## src/sync_serial_pkg.sv

```systemverilog
// Constants and types for the synchronous serial slave port
package sync_serial_pkg;

    // ****************************************************************
    // Register byte addresses
    // ****************************************************************
    localparam logic [7:0] OFS_INTERRUPT_CONTROL = 8'h00;
    localparam logic [7:0] OFS_IRQ_FLAGS = 8'h04;
    localparam logic [7:0] OFS_IRQ_ENABLES = 8'h08;
    localparam logic [7:0] OFS_IRQ_PRIORITY = 8'h0C;
    localparam logic [7:0] OFS_RX_STATUS = 8'h10;
    localparam logic [7:0] OFS_TX_BUFFER = 8'h14;
    localparam logic [7:0] OFS_TX_STATUS = 8'h18;
    localparam logic [7:0] OFS_BAUD_DIVISOR = 8'h1C;
    localparam logic [7:0] OFS_RX_BUFFER = 8'h20;

    // ****************************************************************
    // Field positions
    // ****************************************************************
    localparam int INT_GLOBAL = 7;
    localparam int INT_PERIPH = 6;
    localparam int IRQ_RX = 5;
    localparam int IRQ_TX = 4;
    localparam int TXS_CLOCK_SOURCE = 7;
    localparam int TXS_NINE = 6;
    localparam int TXS_ENABLE = 5;
    localparam int TXS_SYNC = 4;
    localparam int TXS_HIGH_BAUD = 2;
    localparam int TXS_NINTH = 0;
    localparam int RCS_PORT_ENABLE = 7;
    localparam int RCS_NINE = 6;
    localparam int RCS_SINGLE = 5;
    localparam int RCS_CONT = 4;
    localparam int RCS_ADDR_DETECT = 3;

    // ****************************************************************
    // Masks, reset values and word lengths
    // ****************************************************************
    localparam logic [7:0] FLAGS_RW_MASK = 8'hCB;
    localparam logic [7:0] ENABLES_RW_MASK = 8'hFB;
    localparam logic [7:0] REG_RESET = 8'h00;
    localparam logic [3:0] WORD_LEN_8 = 4'h8;
    localparam logic [3:0] WORD_LEN_9 = 4'h9;

    typedef struct packed {
        logic level;
        logic enable;
    } pin_drive_type;

    typedef struct packed {
        logic ack;
        logic [31:0] rdata;
        logic [7:0] intctl;
        logic [7:0] flags;
        logic [7:0] enables;
        logic [7:0] priority_bits;
        logic [7:0] divisor;
        logic clock_source_select;
        logic tx9;
        logic transmit_enable;
        logic sync_mode;
        logic high_baud_select;
        logic transmit_ninth_bit;
        logic serial_port_enable;
        logic rx9;
        logic single_receive_enable;
        logic continuous_receive_enable;
        logic address_detect_enable;
        logic overrun_error;
        logic received_ninth_bit;
        logic [7:0] txbuf;
        logic txbuf9;
        logic full;
        logic [8:0] transmit_shift_register;
        logic [3:0] tcnt;
        logic busy;
        logic [8:0] receive_shift_register;
        logic [3:0] rcnt;
        logic [7:0] rcbuf;
        logic receive_complete_flag;
        logic transmit_buffer_empty_flag;
        logic ck_s1;
        logic ck_s2;
        logic ck_prev;
        logic dt_s1;
        logic dt_s2;
    } state_type;

endpackage : sync_serial_pkg

```

## src/sync_serial_slave_port.sv

```systemverilog
// Synchronous serial slave port with classic Wishbone register access
`timescale 1ns/1ns

module sync_serial_slave_port
    import sync_serial_pkg::*;
(
    input wire logic mclk,                     // System clock, 20 MHz
    input wire logic rst_n,                    // Synchronous reset, active low
    input wire logic wb_cyc_i,                 // Wishbone cycle
    input wire logic wb_stb_i,                 // Wishbone strobe
    input wire logic wb_we_i,                  // Wishbone write enable
    input wire logic [7:0] wb_adr_i,           // Wishbone byte address
    input wire logic [3:0] wb_sel_i,           // Wishbone byte selects
    input wire logic [31:0] wb_dat_i,          // Wishbone write data
    output logic [31:0] wb_dat_o,              // Wishbone read data
    output logic wb_ack_o,                     // Wishbone acknowledge
    input wire logic serial_clock_pin,         // Shift clock from the master
    input wire logic serial_data_in,           // Data pin level
    output pin_drive_type serial_data_drive,   // Data pin drive and enable
    output logic irq_request,                  // Interrupt to the vector logic
    output logic wake_request                  // Wake from sleep
);

    // ****************************************************************
    // State and derived terms
    // ****************************************************************
    state_type state_reg;
    state_type state_next;

    logic access;
    logic fire;
    logic wr;
    logic rd;
    logic slave_mode;
    logic tx_ok;
    logic rx_ok;
    logic fall;
    logic tx_load;
    logic tx_last;
    logic rx_done;
    logic [3:0] rx_len;
    logic [8:0] rx_shift;
    logic [7:0] rx_byte;

    assign access = wb_cyc_i & wb_stb_i;
    // Write and read side effects happen on the edge that completes the cycle
    assign fire = access & state_reg.ack;
    assign wr = fire & wb_we_i & wb_sel_i[0];
    assign rd = fire & ~wb_we_i;

    assign slave_mode = state_reg.sync_mode & state_reg.serial_port_enable & ~state_reg.clock_source_select;
    assign tx_ok = slave_mode & state_reg.transmit_enable;
    // Single receive plays no part here
    assign rx_ok = slave_mode & state_reg.continuous_receive_enable & ~state_reg.overrun_error
                   & ~(tx_ok & state_reg.busy);
    assign fall = state_reg.ck_prev & ~state_reg.ck_s2;
    assign tx_last = fall & state_reg.busy & (state_reg.tcnt == 4'h1);
    assign tx_load = tx_ok & state_reg.full & (~state_reg.busy | tx_last);
    assign rx_len = state_reg.rx9 ? WORD_LEN_9 : WORD_LEN_8;
    assign rx_done = rx_ok & fall & (state_reg.rcnt == rx_len - 4'h1);
    // Bits enter at the top, so an eight-bit word ends up one place high
    assign rx_shift = {state_reg.dt_s2, state_reg.receive_shift_register[8:1]};
    assign rx_byte = state_reg.rx9 ? rx_shift[7:0] : rx_shift[8:1];

    // ****************************************************************
    // Next state
    // ****************************************************************
    always_comb
    begin
        state_next = state_reg;
        state_next.ck_s1 = serial_clock_pin;
        state_next.ck_s2 = state_reg.ck_s1;
        state_next.ck_prev = state_reg.ck_s2;
        state_next.dt_s1 = serial_data_in;
        state_next.dt_s2 = state_reg.dt_s1;
        state_next.ack = access & ~state_reg.ack;

        if (access & ~state_reg.ack)
        begin
            case (wb_adr_i)
                OFS_INTERRUPT_CONTROL: state_next.rdata = {24'h0, state_reg.intctl};
                OFS_IRQ_FLAGS: state_next.rdata = {24'h0, state_reg.flags[7:6],
                    state_reg.receive_complete_flag, state_reg.transmit_buffer_empty_flag, state_reg.flags[3:0]};
                OFS_IRQ_ENABLES: state_next.rdata = {24'h0, state_reg.enables};
                OFS_IRQ_PRIORITY: state_next.rdata = {24'h0, state_reg.priority_bits};
                OFS_RX_STATUS: state_next.rdata = {24'h0, state_reg.serial_port_enable, state_reg.rx9,
                    state_reg.single_receive_enable, state_reg.continuous_receive_enable, state_reg.address_detect_enable, 1'b0,
                    state_reg.overrun_error, state_reg.received_ninth_bit};
                OFS_TX_BUFFER: state_next.rdata = {24'h0, state_reg.txbuf};
                OFS_TX_STATUS: state_next.rdata = {24'h0, state_reg.clock_source_select, state_reg.tx9,
                    state_reg.transmit_enable, state_reg.sync_mode, 1'b0, state_reg.high_baud_select,
                    ~state_reg.busy, state_reg.transmit_ninth_bit};
                OFS_BAUD_DIVISOR: state_next.rdata = {24'h0, state_reg.divisor};
                OFS_RX_BUFFER: state_next.rdata = {24'h0, state_reg.rcbuf};
                default: state_next.rdata = 32'h0;
            endcase
        end

        if (wr)
        begin
            case (wb_adr_i)
                OFS_INTERRUPT_CONTROL: state_next.intctl = wb_dat_i[7:0];
                OFS_IRQ_FLAGS: state_next.flags = wb_dat_i[7:0] & FLAGS_RW_MASK;
                OFS_IRQ_ENABLES: state_next.enables = wb_dat_i[7:0] & ENABLES_RW_MASK;
                OFS_IRQ_PRIORITY: state_next.priority_bits = wb_dat_i[7:0] & ENABLES_RW_MASK;
                OFS_BAUD_DIVISOR: state_next.divisor = wb_dat_i[7:0];
                OFS_RX_STATUS:
                begin
                    state_next.serial_port_enable = wb_dat_i[RCS_PORT_ENABLE];
                    state_next.rx9 = wb_dat_i[RCS_NINE];
                    state_next.single_receive_enable = wb_dat_i[RCS_SINGLE];
                    state_next.continuous_receive_enable = wb_dat_i[RCS_CONT];
                    state_next.address_detect_enable = wb_dat_i[RCS_ADDR_DETECT];
                end
                OFS_TX_STATUS:
                begin
                    state_next.clock_source_select = wb_dat_i[TXS_CLOCK_SOURCE];
                    state_next.tx9 = wb_dat_i[TXS_NINE];
                    state_next.transmit_enable = wb_dat_i[TXS_ENABLE];
                    state_next.sync_mode = wb_dat_i[TXS_SYNC];
                    state_next.high_baud_select = wb_dat_i[TXS_HIGH_BAUD];
                    state_next.transmit_ninth_bit = wb_dat_i[TXS_NINTH];
                end
                default:
                begin
                end
            endcase
        end

        // ************************************************************
        // Transmit shifter, advances on the master's falling edge
        // ************************************************************
        if (fall & state_reg.busy)
        begin
            state_next.transmit_shift_register = {1'b0, state_reg.transmit_shift_register[8:1]};
            state_next.tcnt = state_reg.tcnt - 4'h1;
            if (tx_last)
            begin
                state_next.busy = 1'b0;
            end
        end
        if (tx_load)
        begin
            state_next.transmit_shift_register = {state_reg.txbuf9, state_reg.txbuf};
            state_next.tcnt = state_reg.tx9 ? WORD_LEN_9 : WORD_LEN_8;
            state_next.busy = 1'b1;
            state_next.full = 1'b0;
        end
        // Flag is set on an empty buffer only while transmit is enabled in slave mode
        if (tx_ok & (~state_reg.full | tx_load))
        begin
            state_next.transmit_buffer_empty_flag = 1'b1;
        end
        // A write refills the buffer, so its clear outranks the set
        if (wr & (wb_adr_i == OFS_TX_BUFFER))
        begin
            state_next.txbuf = wb_dat_i[7:0];
            state_next.txbuf9 = state_reg.transmit_ninth_bit;
            state_next.full = 1'b1;
            state_next.transmit_buffer_empty_flag = 1'b0;
        end

        // ************************************************************
        // Receive shifter
        // ************************************************************
        if (rd & (wb_adr_i == OFS_RX_BUFFER))
        begin
            state_next.receive_complete_flag = 1'b0;
        end
        if (rx_ok & fall)
        begin
            state_next.receive_shift_register = rx_shift;
            state_next.rcnt = state_reg.rcnt + 4'h1;
        end
        if (rx_done)
        begin
            state_next.rcnt = 4'h0;
            // Unread buffer: keep old word and flag the overrun
            if (state_reg.receive_complete_flag & ~(rd & (wb_adr_i == OFS_RX_BUFFER)))
            begin
                state_next.overrun_error = 1'b1;
            end
            else
            begin
                state_next.rcbuf = rx_byte;
                state_next.received_ninth_bit = rx_shift[8];
                state_next.receive_complete_flag = 1'b1;
            end
        end
        if (~state_next.continuous_receive_enable | ~slave_mode)
        begin
            state_next.rcnt = 4'h0;
        end
        if (~state_next.continuous_receive_enable)
        begin
            state_next.overrun_error = 1'b0;
        end
        if (~tx_ok)
        begin
            state_next.busy = 1'b0;
            state_next.tcnt = 4'h0;
        end

        if (!rst_n)
        begin
            state_next = '0;
        end
    end

    always_ff @(posedge mclk)
    begin
        state_reg <= state_next;
    end

    // ****************************************************************
    // Outputs
    // ****************************************************************
    logic tx_pending;
    logic rx_pending;

    assign tx_pending = state_reg.transmit_buffer_empty_flag & state_reg.enables[IRQ_TX];
    assign rx_pending = state_reg.receive_complete_flag & state_reg.enables[IRQ_RX];
    // Wake does not need global enable; vectoring does
    assign wake_request = tx_pending | rx_pending;
    assign irq_request = wake_request & state_reg.intctl[INT_GLOBAL]
                         & state_reg.intctl[INT_PERIPH];
    assign wb_ack_o = state_reg.ack;
    assign wb_dat_o = state_reg.rdata;
    assign serial_data_drive.level = state_reg.transmit_shift_register[0];
    // Receive must be off while sending, else the pin is released
    assign serial_data_drive.enable = tx_ok & state_reg.busy & ~state_reg.continuous_receive_enable;
endmodule : sync_serial_slave_port

```

## config.mk

```make
export PLATFORM = sky130hd
export DESIGN_NAME = sync_serial_slave_port
export DESIGN_NICKNAME = d
export VERILOG_FILES = /design/src/sync_serial_pkg.sv /design/src/sync_serial_slave_port.sv
export SDC_FILE = /design/constraint.sdc
export NUM_CORES = 1
export LEC_CHECK = 0
export ABC_AREA = 1
export BUFFER_PORTS_ARGS = -buffer_cell sky130_fd_sc_hd__buf_2
export CORE_MARGIN = 3
export CORE_UTILIZATION = 40
export DETAILED_ROUTE_END_ITERATION = 10
export GPL_TIMING_DRIVEN = 1
export PLACE_DENSITY = 0.65
export SLEW_MARGIN = 0
export SYNTH_ARGS = -nofsm -noshare
export SYNTH_HDL_FRONTEND = slang
export SYNTH_SLANG_ARGS = --single-unit
```

## constraint.sdc

```tcl
create_clock -name mclk -period 2.7 [get_ports mclk]
set_input_delay 0.135 -clock mclk [delete_from_list [all_inputs] [get_ports mclk]]
set_output_delay 0.135 -clock mclk [all_outputs]
set_load 0.005 [all_outputs]
```

# After elaboration in Yosys (flattened, before gate mapping)
# Cells that the tools add are included.
# classes
add_sub_neg	3
multipliers	0
div_mod_pow	0
magnitude_cmp	0
eq_ne	10
n_shift	0
muxes	13
n_bitwise	47
reduce_logical	18
# op_table
op	n
8-bit one-hot mux with 9 select lines	1
8-bit by 5-bit == test with 1-bit output, second input constant	4
1-bit AND	29
2-bit AND reduction	12
8-bit by 4-bit == test with 1-bit output, second input constant	2
15-bit two-way mux	1
14-bit two-way mux	1
1-bit inverter	14
8-bit by 3-bit == test with 1-bit output, second input constant	1
8-bit by 6-bit == test with 1-bit output, second input constant	1
8-bit logical NOT	1
8-bit two-way mux	1
4-bit by 1-bit subtractor with 4-bit output, second input constant	2
1-bit two-way mux	7
2-bit nonzero test	3
4-bit by 1-bit adder with 4-bit output, second input constant	1
4-bit by 1-bit == test with 1-bit output, second input constant	1
4-bit == test	1
2-bit two-way mux	2
1-bit OR	4
3-bit OR reduction	1
2-bit OR reduction	1
# word_totals
ff_bits	133
latch_bits	0
ram_bits	0
rom_bits	0
in_bits	51
output_inout_bits	37
word_cells	127
n_memories	0

# Longest topological paths before layout
# depth
word_depth	9
depth_mapped	11
depth_no_buf	11

# Worst setup path after synthesis
# No wires, ideal clock.
# synth_path
kind	reg2reg
start	register state_reg[29] (netlist name)
end	register state_reg[40] (netlist name)
setup_ps	132
arrival_ps	1326
t_required_ps	2568
setup_slack_ps	1242
path_stages_with_launch	9
n_path_buf	2
period_less_slack_ps	1458
cell_sequence	dfxtp_1 -> ha_1 -> nand2_1 -> o21ai_1 -> nand3_1 -> buf_2 -> buf_6 -> o21ai_0 -> a21oi_1
# synth_between
elab_chain_cells	5
# synth_rtl
element	line	rtl
start, declared	sync_serial_slave_port.sv:27	state_type state_reg;
start signal, assigned	sync_serial_slave_port.sv:212	state_reg <= state_next;
4-bit by 1-bit == test with 1-bit output (*)	sync_serial_slave_port.sv:57	assign tx_last = fall & state_reg.busy & (state_reg.tcnt == 4'h1);
1-bit AND (*)	sync_serial_slave_port.sv:57	
1-bit OR (*)	sync_serial_slave_port.sv:58	assign tx_load = tx_ok & state_reg.full & (~state_reg.busy | tx_last);
1-bit AND (*)	sync_serial_slave_port.sv:58	
15-bit two-way mux / 2-bit nonzero test (equally long branches)	n/a	
# Mark *: on every way between the ends. The rest lies on a longest branch, timed or not. The select of a mux whose other input is x is not followed.
# A chain may end at the register's enable or synchronous reset.

# Worst setup path in the final report
# layout_path
start	register state_reg (netlist bit wb_ack_o)
end	register state_reg[78] (netlist name)
# layout_between
elab_chain_cells	4
# layout_rtl
element	line	rtl
1-bit AND	sync_serial_slave_port.sv:47	assign fire = access & state_reg.ack;
1-bit AND (2 in series)	sync_serial_slave_port.sv:48	assign wr = fire & wb_we_i & wb_sel_i[0];
2-bit AND reduction (no line)	n/a	
# Every way passes these cells.

==> summary.md <==
| Metric | Value |
|---|---|
| Outcome | finished, final reports clean |
| Synth area leaders | dfxtp_1, nand2_1, nor2_1 |
| Final hold vios | 0 |
| Number of global-route vias before repair | 4011 |
| Metal-1 WL | 5970 µm |
| Total number of yosys warnings | 0 |
| Max Cap Viol | 0 |
| Setup Crit Path Kind | reg2reg |
| Commonest non-fill, non-tap cell in the layout | nand2_1 |
| CTS tree | done |
| Syn Inst Count | 749 |
| Final Cycle Share | 70.44% |
| Top Family by Delay on Critical Path | simple AND/OR/NAND/NOR gates |
| Final setup vio count | 0 |
| Num rows | 40 |
| Critical path data arrival time | roughly 2.2 ns |
| Final ANT Viol Nets | 0 |
| Via Count | 4540 |
| Minimum clock period | around 1.9 ns |
| Drt wl/cell | 13.06 µm |
| Hold Slack | 0.1026 ns |
| Die width | 119.6 µm |
| Normalized max-slew margin | about two thirds |
| Die height | roughly 120 µm |
| Met2 wire len | around 5600 µm |
| Fmax | approximately 0.53 GHz |
| Worst Path Max Fanout | 15 |
| Cell area after synthesis | 0.005166 mm² |
| Clk_lat worst skew | 0.35 ns |
| Fill count | 1343 |
| Combinational family with the most area after synthesis | simple AND/OR/NAND/NOR gates |
| Post-synth cell types | 33 |
| Ant. Diodes | 0 |
| Ports | 88 |
| Worst Skew | 0.009378 ns |
| Critical path, cell by cell | nand3_1, nor2_4, buf_4, nand2_1, inv_1, nor2_1, nor2_1 |
| Leakage power | 0.002394 µW |
| XOR/XNOR Fraction of Synth Area | 1.017% |
| CP peak stage delay | roughly 0.42 ns |
| H-tree level count | 3 |
| Req. time, crit path | 2.99 ns |
| CTS max path bufs | 2 |
| FF+latch count, synth | 108 |
| Largest net degree at the start of global routing | 44 |
| Multi-input gate area | 0.002471 mm² |
| Number of synthesized flops with an enable pin | 0 |
| Area grow syn2layout | 9.687% |
| Highest Signal Layer | met4 |
| Total power | 3086 µW |
| Share of Yosys cell area claimed by the top area cell type | 41.85% |
| Setup crit end kind | flip-flop |
| Num CTS Buffers | 9 |
| Placed inst area | 0.005340 mm² |
| Initial antenna violation count | 0 |
| Drt via density | 4.794 |
| Slowest CP cell | nor2_4 |
| PD cells | 544.6 mW/mm² |
| Total Routing Usage GR | between 10% and 20% |
| Share of cells above drive strength 1 | 11.94% |
| R2R setup slack | 0.80 ns |
| 1st-iter DRT viols | 447 |
| Drt total wl | 12370 µm |
| Syn Area/Cell | 6.897 µm² |
| Post-synthesis mux area share | 0% |
| Fraction of the yosys area taken by sequential cells | 41.85% |
| Most frequent cells in the layout | nand2_1, nor2_1, dfxtp_1, o21ai_0, nand3_1 |
| Starting Density | 41.96% |
| Final slew viol count | 0 |
| Sequential Area | 0.002162 mm² |
| Global-route wire length before repair | 20000 µm |
| Worst setup SP type | flip-flop |
| Final Net Count | around 830 |
| CP dominant cell by count | nor2_1 |
| Grt ovf | 0 |
| Buffers on Ports | 36 |
| Bufs and invs on worst path | 2 |
| Clock slew at reported path FFs | roughly 0.070 ns |
| Post-synth top area cell | dfxtp_1 |
| Synth Area in Compound Gates | 13.22% |
| Max IR drop VDD | 0.0002908 V |
| Design area | roughly 0.0057 mm² |
| Worst slew pin tran | 0.5234 ns |
| Hold/Removal Path Class | in2reg |
| Synth Flop Type | dfxtp_1 |
| Sink Count | 108 |
| TNS Setup | 0 ns |
| RSZ-0062 raised after global routing | no |
| Fraction of registers with async set/reset | 0% |
| Drt first pass iters | 5 |
| Max reg flops | 89 |
| GPL Wtd Cong | 0.8448 |
| Post-synthesis simple-gate area fraction | around 31% |
| Adder-cell area share of the yosys netlist | 0.7266% |
| Hpwl dp | 8961 µm |
| CTS root buf | clkbuf_16 |
| DRC | 0 |
| Area of the core | 0.01231 mm² |
| Routed length on met3 | 518 µm |
| Die area | 0.01431 mm² |
==> power breakdown <==
group	switching [µW]	internal (µW)	leakage (µW)
combinational	92.8	33.9	0.00138
clock	630	733	0.000141
sequential	1.81	1590	0.000870
total	724	2360	0.00239
==> worst register-to-register path, delay by kind of cell, from the launching register on <==
kind	cells	cell delay (ns)
simple gates	5	0.95
buf+inv	2	0.53
flops	1	0.36
==> final cells by class <==
cell class	count	area share, %
timing repair buffer	47	4.725
inverter	66	4.394
sequential	108	38.15
multi-input combinational	542	43.61
clock buffer	9	3.974
tap	168	3.709
clock inverter	7	1.435
==> per-layer routing <==
metal,vias up,track usage (%)
met5,-,0
met4,0,7.230
met3,25,3.157
met2,110,27.40
met1,2022,23.54
li1,2383,-
==> synthesized netlist by cell type, types with 5 or more instances <==
library cell / n
nand2_1: 166
nor2_1: 115
dfxtp_1: 108
o21ai_0: 72
nand3_1: 63
a21oi_1: 59
inv_1: 57
buf_4: 39
clkbuf_1: 10
nand2_2: 6
nor2_2: 6
nor2_4: 6
buf_2: 5
inv_2: 5
==> final timing paths <==
check                             startpoint       endpoint  cells after the start
worst max-delay path                wb_ack_o  state_reg[78]                      7
worst min-delay path             wb_dat_i[2]  state_reg[67]                      3
worst max register to register      wb_ack_o  state_reg[78]                      7
worst min register to register  state_reg[1]    rx_shift[8]                      2
==> what timing repair did <==
action,in CTS,in global routing
setup endpoints to repair,0,0
gates resized for setup,0,0
hold buffers,2,0
endpoints found under the hold margin,2,0
buffers inserted,0,0
==> logic make-up (layout without fill, tap and decap cells) <==
kind of cell	Yosys count	count (layout)
and+or+nand+nor	374	374
AOI/OAI and AO/OA	135	135
buffers and inverters	122	129
DFF	108	108
xor gates and xnor gates	6	6
adders and majority gates	3	3
other	1	24
==> stage by stage <==
step                std cells  setup WS [ns]  utilization [%]
floorplan                 772          1.242                -
global placement          929         0.8264            43.37
detailed placement        929         0.8201            43.37
CTS                       947         0.7921            46.03
global route              947         0.5821            46.03
finish                    947         0.7981            46.03
Note: power is estimated with default switching activity, not from simulation.
